## src/gbf_consts.svh

```systemverilog
`ifndef GBF_CONSTS_SVH
`define GBF_CONSTS_SVH
// ----------------------------------------
// Frame identifier layout
// ----------------------------------------
`define GBF_PRIO 3'h3
`define GBF_PRIO_POS 26
`define GBF_PF_POS 16
`define GBF_PS_POS 8
// ----------------------------------------
// Message slots, lowest index sent first
// ----------------------------------------
`define GBF_NMSG 9
`define GBF_IX_GC 4'h0
`define GBF_IX_AVG 4'h1
`define GBF_IX_PAB 4'h2
`define GBF_IX_PAP 4'h3
`define GBF_IX_PAR 4'h4
`define GBF_IX_PBB 4'h5
`define GBF_IX_PBP 4'h6
`define GBF_IX_PBR 4'h7
`define GBF_IX_PCB 4'h8
// ----------------------------------------
// Group codes per slot
// ----------------------------------------
`define GBF_PF_GC 8'hfd
`define GBF_PS_GC 8'h93
`define GBF_PF_AVG 8'hfe
`define GBF_PS_AVG 8'h06
`define GBF_PF_PAB 8'hfe
`define GBF_PS_PAB 8'h03
`define GBF_PF_PAP 8'hfe
`define GBF_PS_PAP 8'h02
`define GBF_PF_PAR 8'hfe
`define GBF_PS_PAR 8'h00
`define GBF_PF_PBB 8'hfe
`define GBF_PS_PBB 8'h00
`define GBF_PF_PBP 8'hfd
`define GBF_PS_PBP 8'hff
`define GBF_PF_PBR 8'hfd
`define GBF_PS_PBR 8'hfe
`define GBF_PF_PCB 8'hfd
`define GBF_PS_PCB 8'hfd
// ----------------------------------------
// Field positions and fill values
// ----------------------------------------
`define GBF_AUTO_LSB 3
`define GBF_FILL8 8'hff
`define GBF_FILL16 16'hffff
`define GBF_FILL32 32'hffffffff
// ----------------------------------------
// Timing and reset values
// ----------------------------------------
`define GBF_PERIOD_MS 100
`define GBF_CLK_KHZ 200000
`define GBF_CNT_RST 32'h0
`define GBF_PEND_RST 9'h0
`endif

```

## src/gbf_pkg.sv

```systemverilog
`default_nettype none
package gbf_pkg;
  // Code of the automatic-start readiness field
  typedef enum logic [1:0] {
    GBF_AUTO_READY = 2'h0,
    GBF_AUTO_NOT_READY = 2'h1,
    GBF_AUTO_ERROR = 2'h2,
    GBF_AUTO_NA = 2'h3
  } gbf_auto_t;
  // Message slot number
  typedef logic [3:0] gbf_idx_t;
  // Eight payload bytes, byte 1 in bits 7:0
  typedef logic [63:0] gbf_data_t;
  // Extended 29-bit identifier
  typedef logic [28:0] gbf_id_t;
endpackage : gbf_pkg
`default_nettype wire

```

## src/gbf_framer.sv

```systemverilog
`timescale 1ns/1ps
`default_nettype none
`include "gbf_consts.svh"

module gbf_framer #(
  // Cycles per broadcast period; shorten in simulation
  parameter int unsigned PERIOD_CYC = `GBF_PERIOD_MS * `GBF_CLK_KHZ
) (
  input wire logic ref_clk,
  input wire logic reset_n,
  input wire logic clk_en,
  input wire logic [7:0] src_addr,
  input wire logic not_auto_ready,
  input wire logic auto_state_fault,
  input wire logic [15:0] avg_ll_volt,
  input wire logic [15:0] avg_ln_volt,
  input wire logic [15:0] avg_freq,
  input wire logic [15:0] avg_curr,
  input wire logic [15:0] pha_freq,
  input wire logic [15:0] pha_curr,
  input wire logic [31:0] pha_real_pwr,
  input wire logic [31:0] pha_app_pwr,
  input wire logic [31:0] pha_react_pwr,
  input wire logic [15:0] phb_ll_volt,
  input wire logic [15:0] phb_ln_volt,
  input wire logic [15:0] phb_freq,
  input wire logic [15:0] phb_curr,
  input wire logic [31:0] phb_real_pwr,
  input wire logic [31:0] phb_app_pwr,
  input wire logic [31:0] phb_react_pwr,
  input wire logic [15:0] phc_freq,
  input wire logic frame_ready,
  output logic frame_valid,
  output logic [28:0] frame_id,
  output logic [63:0] frame_data
);

  // ----------------------------------------
  // Helper functions
  // ----------------------------------------
  // Identifier from group codes; priority is a constant, never configured
  function automatic gbf_pkg::gbf_id_t fn_id(
    input logic [7:0] pf,
    input logic [7:0] ps,
    input logic [7:0] sa
  );
    gbf_pkg::gbf_id_t id;
    id = '0;
    id[`GBF_PRIO_POS+:3] = `GBF_PRIO;
    id[`GBF_PF_POS+:8] = pf;
    id[`GBF_PS_POS+:8] = ps;
    id[7:0] = sa;
    return id;
  endfunction : fn_id

  // Four 16-bit fields; least significant byte goes first on the wire
  function automatic gbf_pkg::gbf_data_t fn_pack16(
    input logic [15:0] f1,
    input logic [15:0] f2,
    input logic [15:0] f3,
    input logic [15:0] f4
  );
    return {f4[15:8], f4[7:0], f3[15:8], f3[7:0],
            f2[15:8], f2[7:0], f1[15:8], f1[7:0]};
  endfunction : fn_pack16

  // Two 32-bit fields, same byte order as the 16-bit case
  function automatic gbf_pkg::gbf_data_t fn_pack32(
    input logic [31:0] f1,
    input logic [31:0] f2
  );
    return {f2[31:24], f2[23:16], f2[15:8], f2[7:0],
            f1[31:24], f1[23:16], f1[15:8], f1[7:0]};
  endfunction : fn_pack32

  // Lowest pending slot wins the transmit queue
  function automatic gbf_pkg::gbf_idx_t fn_first(
    input logic [`GBF_NMSG-1:0] req
  );
    gbf_pkg::gbf_idx_t ix;
    ix = '0;
    for (int i = `GBF_NMSG - 1; i >= 0; i--)
    begin
      if (req[i])
      begin
        ix = 4'(i);
      end
    end
    return ix;
  endfunction : fn_first

  // ----------------------------------------
  // Declarations
  // ----------------------------------------
  logic [31:0] cnt_ff [`GBF_NMSG]; // Period counters, one per message
  logic [31:0] nxt_cnt [`GBF_NMSG];
  logic [`GBF_NMSG-1:0] pend_ff; // Frames waiting for the buffer
  logic [`GBF_NMSG-1:0] nxt_pend;
  logic [`GBF_NMSG-1:0] due; // Period elapsed this cycle
  logic [`GBF_NMSG-1:0] take; // One-hot slot taken this cycle
  logic push; // Frame enters the buffer
  gbf_pkg::gbf_idx_t sel; // Slot being packed
  gbf_pkg::gbf_auto_t auto_code; // Readiness code for byte 1
  gbf_pkg::gbf_id_t new_id; // Packed identifier
  gbf_pkg::gbf_data_t new_data; // Packed payload
  logic head_v_ff; // Output stage holds a frame
  logic nxt_head_v;
  gbf_pkg::gbf_id_t head_id_ff;
  gbf_pkg::gbf_id_t nxt_head_id;
  gbf_pkg::gbf_data_t head_data_ff;
  gbf_pkg::gbf_data_t nxt_head_data;
  logic skid_v_ff; // Second entry holds a frame
  logic nxt_skid_v;
  gbf_pkg::gbf_id_t skid_id_ff;
  gbf_pkg::gbf_id_t nxt_skid_id;
  gbf_pkg::gbf_data_t skid_data_ff;
  gbf_pkg::gbf_data_t nxt_skid_data;

  // ----------------------------------------
  // Readiness code
  // ----------------------------------------
  // Fault outranks not-ready; the code stays active for as long as
  // the input says the set cannot start and supply power
  always_comb
  begin
    auto_code = gbf_pkg::GBF_AUTO_READY;
    if (auto_state_fault)
    begin
      auto_code = gbf_pkg::GBF_AUTO_ERROR;
    end
    else if (not_auto_ready)
    begin
      auto_code = gbf_pkg::GBF_AUTO_NOT_READY;
    end
  end

  // ----------------------------------------
  // Payload packing
  // ----------------------------------------
  // Measurements are sampled in the cycle the frame enters the buffer
  always_comb
  begin
    new_id = fn_id(`GBF_PF_GC, `GBF_PS_GC, src_addr);
    new_data = {8{`GBF_FILL8}};
    case (sel)
      `GBF_IX_GC:
      begin
        // Neighbouring bits of byte 1 are unimplemented, so all ones
        new_data[`GBF_AUTO_LSB+1:`GBF_AUTO_LSB] = auto_code;
      end
      `GBF_IX_AVG:
      begin
        new_id = fn_id(`GBF_PF_AVG, `GBF_PS_AVG, src_addr);
        new_data = fn_pack16(avg_ll_volt, avg_ln_volt,
                             avg_freq, avg_curr);
      end
      `GBF_IX_PAB:
      begin
        new_id = fn_id(`GBF_PF_PAB, `GBF_PS_PAB, src_addr);
        new_data = fn_pack16(`GBF_FILL16, `GBF_FILL16,
                             pha_freq, pha_curr);
      end
      `GBF_IX_PAP:
      begin
        new_id = fn_id(`GBF_PF_PAP, `GBF_PS_PAP, src_addr);
        new_data = fn_pack32(pha_real_pwr, pha_app_pwr);
      end
      `GBF_IX_PAR:
      begin
        new_id = fn_id(`GBF_PF_PAR, `GBF_PS_PAR, src_addr);
        new_data = fn_pack32(pha_react_pwr, `GBF_FILL32);
      end
      `GBF_IX_PBB:
      begin
        new_id = fn_id(`GBF_PF_PBB, `GBF_PS_PBB, src_addr);
        new_data = fn_pack16(phb_ll_volt, phb_ln_volt,
                             phb_freq, phb_curr);
      end
      `GBF_IX_PBP:
      begin
        new_id = fn_id(`GBF_PF_PBP, `GBF_PS_PBP, src_addr);
        new_data = fn_pack32(phb_real_pwr, phb_app_pwr);
      end
      `GBF_IX_PBR:
      begin
        new_id = fn_id(`GBF_PF_PBR, `GBF_PS_PBR, src_addr);
        new_data = fn_pack32(phb_react_pwr, `GBF_FILL32);
      end
      `GBF_IX_PCB:
      begin
        new_id = fn_id(`GBF_PF_PCB, `GBF_PS_PCB, src_addr);
        new_data = fn_pack16(`GBF_FILL16, `GBF_FILL16,
                             phc_freq, `GBF_FILL16);
      end
      default:
      begin
        // Unused slot numbers keep the defaults; push never selects them
      end
    endcase
  end

  // ----------------------------------------
  // Period scheduler
  // ----------------------------------------
  // Own counter per slot: frames due together queue, none is stretched
  always_comb
  begin
    sel = fn_first(pend_ff);
    push = (|pend_ff) && !skid_v_ff;
    take = '0;
    if (push)
    begin
      take[sel] = 1'b1;
    end
    for (int i = 0; i < `GBF_NMSG; i++)
    begin
      due[i] = (cnt_ff[i] == PERIOD_CYC - 32'h1);
      nxt_cnt[i] = due[i] ? `GBF_CNT_RST : cnt_ff[i] + 32'h1;
    end
    // A fresh period wins over the take, so no interval is lost
    nxt_pend = (pend_ff & ~take) | due;
  end

  always_ff @(posedge ref_clk or negedge reset_n)
  begin
    if (!reset_n)
    begin
      pend_ff <= `GBF_PEND_RST;
      for (int i = 0; i < `GBF_NMSG; i++)
      begin
        cnt_ff[i] <= `GBF_CNT_RST;
      end
    end
    else if (clk_en)
    begin
      pend_ff <= nxt_pend;
      for (int i = 0; i < `GBF_NMSG; i++)
      begin
        cnt_ff[i] <= nxt_cnt[i];
      end
    end
  end

  // ----------------------------------------
  // Two-entry output buffer
  // ----------------------------------------
  // Second entry catches a push while the head stalls; when full it blocks push while the period counters keep running
  always_comb
  begin
    nxt_head_v = head_v_ff;
    nxt_head_id = head_id_ff;
    nxt_head_data = head_data_ff;
    nxt_skid_v = skid_v_ff;
    nxt_skid_id = skid_id_ff;
    nxt_skid_data = skid_data_ff;
    if (!head_v_ff || frame_ready)
    begin
      if (skid_v_ff)
      begin
        // Older frame moves up first to keep order
        nxt_head_v = 1'b1;
        nxt_head_id = skid_id_ff;
        nxt_head_data = skid_data_ff;
        nxt_skid_v = 1'b0;
      end
      else
      begin
        nxt_head_v = push;
        if (push)
        begin
          nxt_head_id = new_id;
          nxt_head_data = new_data;
        end
      end
    end
    else if (push)
    begin
      // Head stalled: park the new frame
      nxt_skid_v = 1'b1;
      nxt_skid_id = new_id;
      nxt_skid_data = new_data;
    end
  end

  always_ff @(posedge ref_clk or negedge reset_n)
  begin
    if (!reset_n)
    begin
      head_v_ff <= 1'b0;
      head_id_ff <= '0;
      head_data_ff <= '0;
      skid_v_ff <= 1'b0;
      skid_id_ff <= '0;
      skid_data_ff <= '0;
    end
    else if (clk_en)
    begin
      head_v_ff <= nxt_head_v;
      head_id_ff <= nxt_head_id;
      head_data_ff <= nxt_head_data;
      skid_v_ff <= nxt_skid_v;
      skid_id_ff <= nxt_skid_id;
      skid_data_ff <= nxt_skid_data;
    end
  end

  // ----------------------------------------
  // Outputs
  // ----------------------------------------
  // All straight from the head registers
  assign frame_valid = head_v_ff;
  assign frame_id = head_id_ff;
  assign frame_data = head_data_ff;
endmodule : gbf_framer
`default_nettype wire

```

## config.mk

```make
export PLATFORM = sky130hd
export DESIGN_NAME = gbf_framer
export DESIGN_NICKNAME = d
export VERILOG_FILES = /design/src/gbf_pkg.sv /design/src/gbf_framer.sv
export VERILOG_INCLUDE_DIRS = /design/src
export SDC_FILE = /design/constraint.sdc
export NUM_CORES = 1
export LEC_CHECK = 0
export ABC_AREA = 0
export ABC_CLOCK_PERIOD_IN_PS = 2100
export CAP_MARGIN = 20
export CORE_ASPECT_RATIO = 0.5
export CORE_MARGIN = 3
export CORE_UTILIZATION = 45
export DETAILED_ROUTE_END_ITERATION = 10
export DONT_BUFFER_PORTS = 1
export HOLD_SLACK_MARGIN = 0.08
export SLEW_MARGIN = 20
export SYNTH_ARGS = -nofsm -noshare
export SYNTH_HDL_FRONTEND = slang
export SYNTH_SLANG_ARGS = --single-unit
```

## constraint.sdc

```tcl
create_clock -name ref_clk -period 2.1 [get_ports ref_clk]
set_input_delay 0.42 -clock ref_clk [delete_from_list [all_inputs] [get_ports ref_clk]]
set_output_delay 0.42 -clock ref_clk [all_outputs]
set_load 0.02 [all_outputs]
```

==> impl_metrics.ini <==
[detailed_routing]
dr.pass1.iters = 8
drtAntennaViolNets = 0
drt-total-wl_um = 75700
post-route-drc-count = 0
wl_met2_um = 33800
top_layer = met5
met3_length_um = 5500
m1WireLength_um = 34100
vias = 21100
avgViaCountPerCell = 5.97
drt-initial-drc-count = 1861
wire_per_inst_um = 21.5

[sta]
min_period_ns = 2.21
max_slew.worst_pin.slew_ns = 1.36
final.setup_skew_ns = 0.0149
fmax_mhz = 453
rsz0062_at_grt = yes
setup_viol = 119
hold_violations = 457
slew_headroom_pct = 9.21
finalMaxSlewViolations = 0
fin_ws_ns = -0.106
fin_crit_sh_pct = 105
whs_ns = -0.459

[worst_setup_path]
startpoint_type = register
r2r_cells = 8
cp-end-kind = register
worstSetupPathType = reg2reg
rr_endpoint = skid_data_ff[61]
cp.required_ns = 2.59
crit_fanout = 16
r2r_setup_slack_ns = -0.11
cp.arrival_ns = 2.70
r2r_start = pend_ff[5]

[floorplan]
io_pins = 476
die_w_um = 333
core_area_um2 = 52400
die_h_um = 170
die_area_um2 = 56400
start_util_pct = 45.9
rows = 59

[global_route]
grt_usage_pct = 25.5
grt_max_degree = 458
antenna_found_initial = 14
grt_pass1_wl_um = 116000
grt_overflow_total = 0
first_global_vias = 20100

[synth]
synth_edf_count = 0
synthCells = 2638
yosysUniqueCellTypes = 60
seq_area_frac_synth_pct = 47.5
avgSynthCellArea_um2 = 9.12
synthFlopType = dfrtp_1
yosysWarnings = 0
synth-seq-cells = 457
synth-async-reset-ratio_pct = 100
netlist_area_um2 = 24100

[clock_tree]
cts_tree = done
ctsRootBufferMaster = clkbuf_16
ctsHoldBuffers = 23
htree_num_levels = 2
cts.sinks = 457
clkLatencyLatePin_ns = 0.57
clk_pin_slew_ns = 0.08
cts_buffer_depth = 3
cts_buffers = 45

[final_layout]
drive_gt1_share_pct = 18.1
finalNetCount = 3174
area_growth_syn_to_layout_pct = 23.1

[placement]
io_buffers = 0
globalplace.congestion = 1.01
place_hpwl_um = 51500

[power]
power_mw = 26.1
max-vdd-ir-drop_v = 0.000629
power_density_nw_per_um2 = 883
leakage_nw = 12.5

[status]
failed_checks = negative hold slack, negative setup slack
outcome = complete, but fails checks

[worst_hold_path]
hold_path.class = in2async

[flow_run]
maxCapViolCount = 0
state kept, by name, indices dropped and copies added (netlist names):
name	count
pend_ff	9
skid_id_ff	15
skid_data_ff	64
frame_data	64
frame_valid	1
skid_v_ff	1
frame_id	15
cnt_ff	288
cell type report:
type	instances	area, um2
clock inverters	13	161
flip-flops and latches	457	11400
inverters	40	150
repair buffers	256	2610
well taps	701	877
multi-input cells	1983	13000
clock buffers	70	1400
diodes	7	17.5
fillers	4568	22800
where the power goes:
part           total [mW]  switching [mW]  internal, mW
clock                8.58            3.60          4.99
sequential           13.3            2.64          10.7
combinational        4.22            2.23          2.00
total                26.1            8.46          17.7
per-layer routing:
layer | global-route usage [%] | vias up
li1 | - | 9705
met1 | 36.0 | 10500
met2 | 40.0 | 725
met3 | 5.50 | 160
met4 | 6.85 | 8
met5 | 0 | -
synth_stat cells, drive strengths merged, types with 37 or more instances:
| cell | number | area share [%] |
|---|---|---|
| nor4 | 71 | 1.9 |
| xnor2 | 158 | 5.8 |
| buf | 37 | 0.98 |
| nand4 | 88 | 2.3 |
| nor3 | 69 | 1.5 |
| nor2 | 299 | 4.7 |
| dfrtp | 457 | 48 |
| a21oi | 128 | 2.7 |
| inv | 40 | 0.62 |
| and4 | 48 | 1.7 |
| o21ai | 127 | 2.6 |
| clkbuf | 124 | 1.9 |
| a22oi | 64 | 2.0 |
| a31oi | 37 | 0.96 |
| nand3 | 136 | 2.8 |
| and3 | 54 | 1.4 |
| xor2 | 108 | 3.9 |
| or3 | 39 | 1.0 |
| nand2 | 281 | 4.4 |
kinds of logic (layout without fill, tap and decap cells):
group / count (synthesis) / in the layout / share of synthesized area [%]
other cells: 1 / 10 / 0.0156
xor+xnor: 266 / 266 / 9.68
mux: 19 / 19 / 0.811
compound gates: 454 / 454 / 11.8
buf+inv: 201 / 379 / 3.54
fa+ha+maj: 9 / 9 / 0.468
flops: 457 / 457 / 47.5
simple gates: 1231 / 1232 / 26.2
critical path, stage by stage (launching register included):
cell and delay, ns:
dfrtp_2 0.44, buf_4 0.15, or2_2 0.34, or3_4 0.44, o221ai_4 0.22, buf_6 0.15
buf_4 0.12, nor2_4 0.10, a21oi_1 0.16
through the flow:
stage	area [um2]	worst slack [ns]	util [%]	TNS [ns]	cells
after floorplan	24100	-0.175	-	-8.05	2640
after global placement	26100	-0.380	49.8	-22.04	3375
after detailed placement	26100	-0.387	49.8	-24.81	3375
after CTS	28900	-0.0876	55.1	-3.34	3498
after global routing	29600	-0.176	56.5	-15.19	3525
final	29600	-0.106	56.5	-6.70	3527
layout by cell type, fill, tap and decap left out, types with 21 or more instances in the layout:
master | netlist | final
dfrtp_1 | 457 | 451
nor2_1 | 297 | 286
nand2_1 | 281 | 278
buf_4 | 15 | 175
xnor2_1 | 158 | 158
nand3_1 | 136 | 133
o21ai_0 | 125 | 124
xor2_1 | 108 | 108
a21oi_1 | 128 | 107
nand4_1 | 88 | 88
nor3_1 | 68 | 64
clkbuf_16 | 0 | 50
and3_1 | 54 | 48
and4_1 | 48 | 48
inv_1 | 40 | 39
or3_1 | 39 | 38
nor4_1 | 69 | 35
nand3b_1 | 35 | 35
a22oi_2 | 0 | 33
buf_12 | 0 | 33
nor2b_1 | 33 | 31
a22oi_1 | 64 | 31
dlygate4sd3_1 | 0 | 22
a21oi_2 | 0 | 21
timing repair:
item	CTS	global route
pin swaps	22	23
cloned	4	4
endpoints found under the hold margin	519	457
endpoints found under the setup margin	199	229
buffers inserted	13	21
gates resized for setup	138	95
worst max-delay path by stage:
stage          slack [ns]  cells past startpoint          endpoint        from
2_1_floorplan       -0.18                      8    frame_data[38]  pend_ff[2]
3_3_place_gp        -0.38                      7    frame_data[44]  pend_ff[2]
3_5_place_dp        -0.39                      7    frame_data[47]  pend_ff[2]
4_1_cts             -0.09                      7    frame_data[53]  pend_ff[1]
5_1_grt             -0.18                     11  skid_data_ff[55]  pend_ff[2]
6_report            -0.11                      8  skid_data_ff[61]  pend_ff[5]
Note: power is estimated with default switching activity, not from simulation.
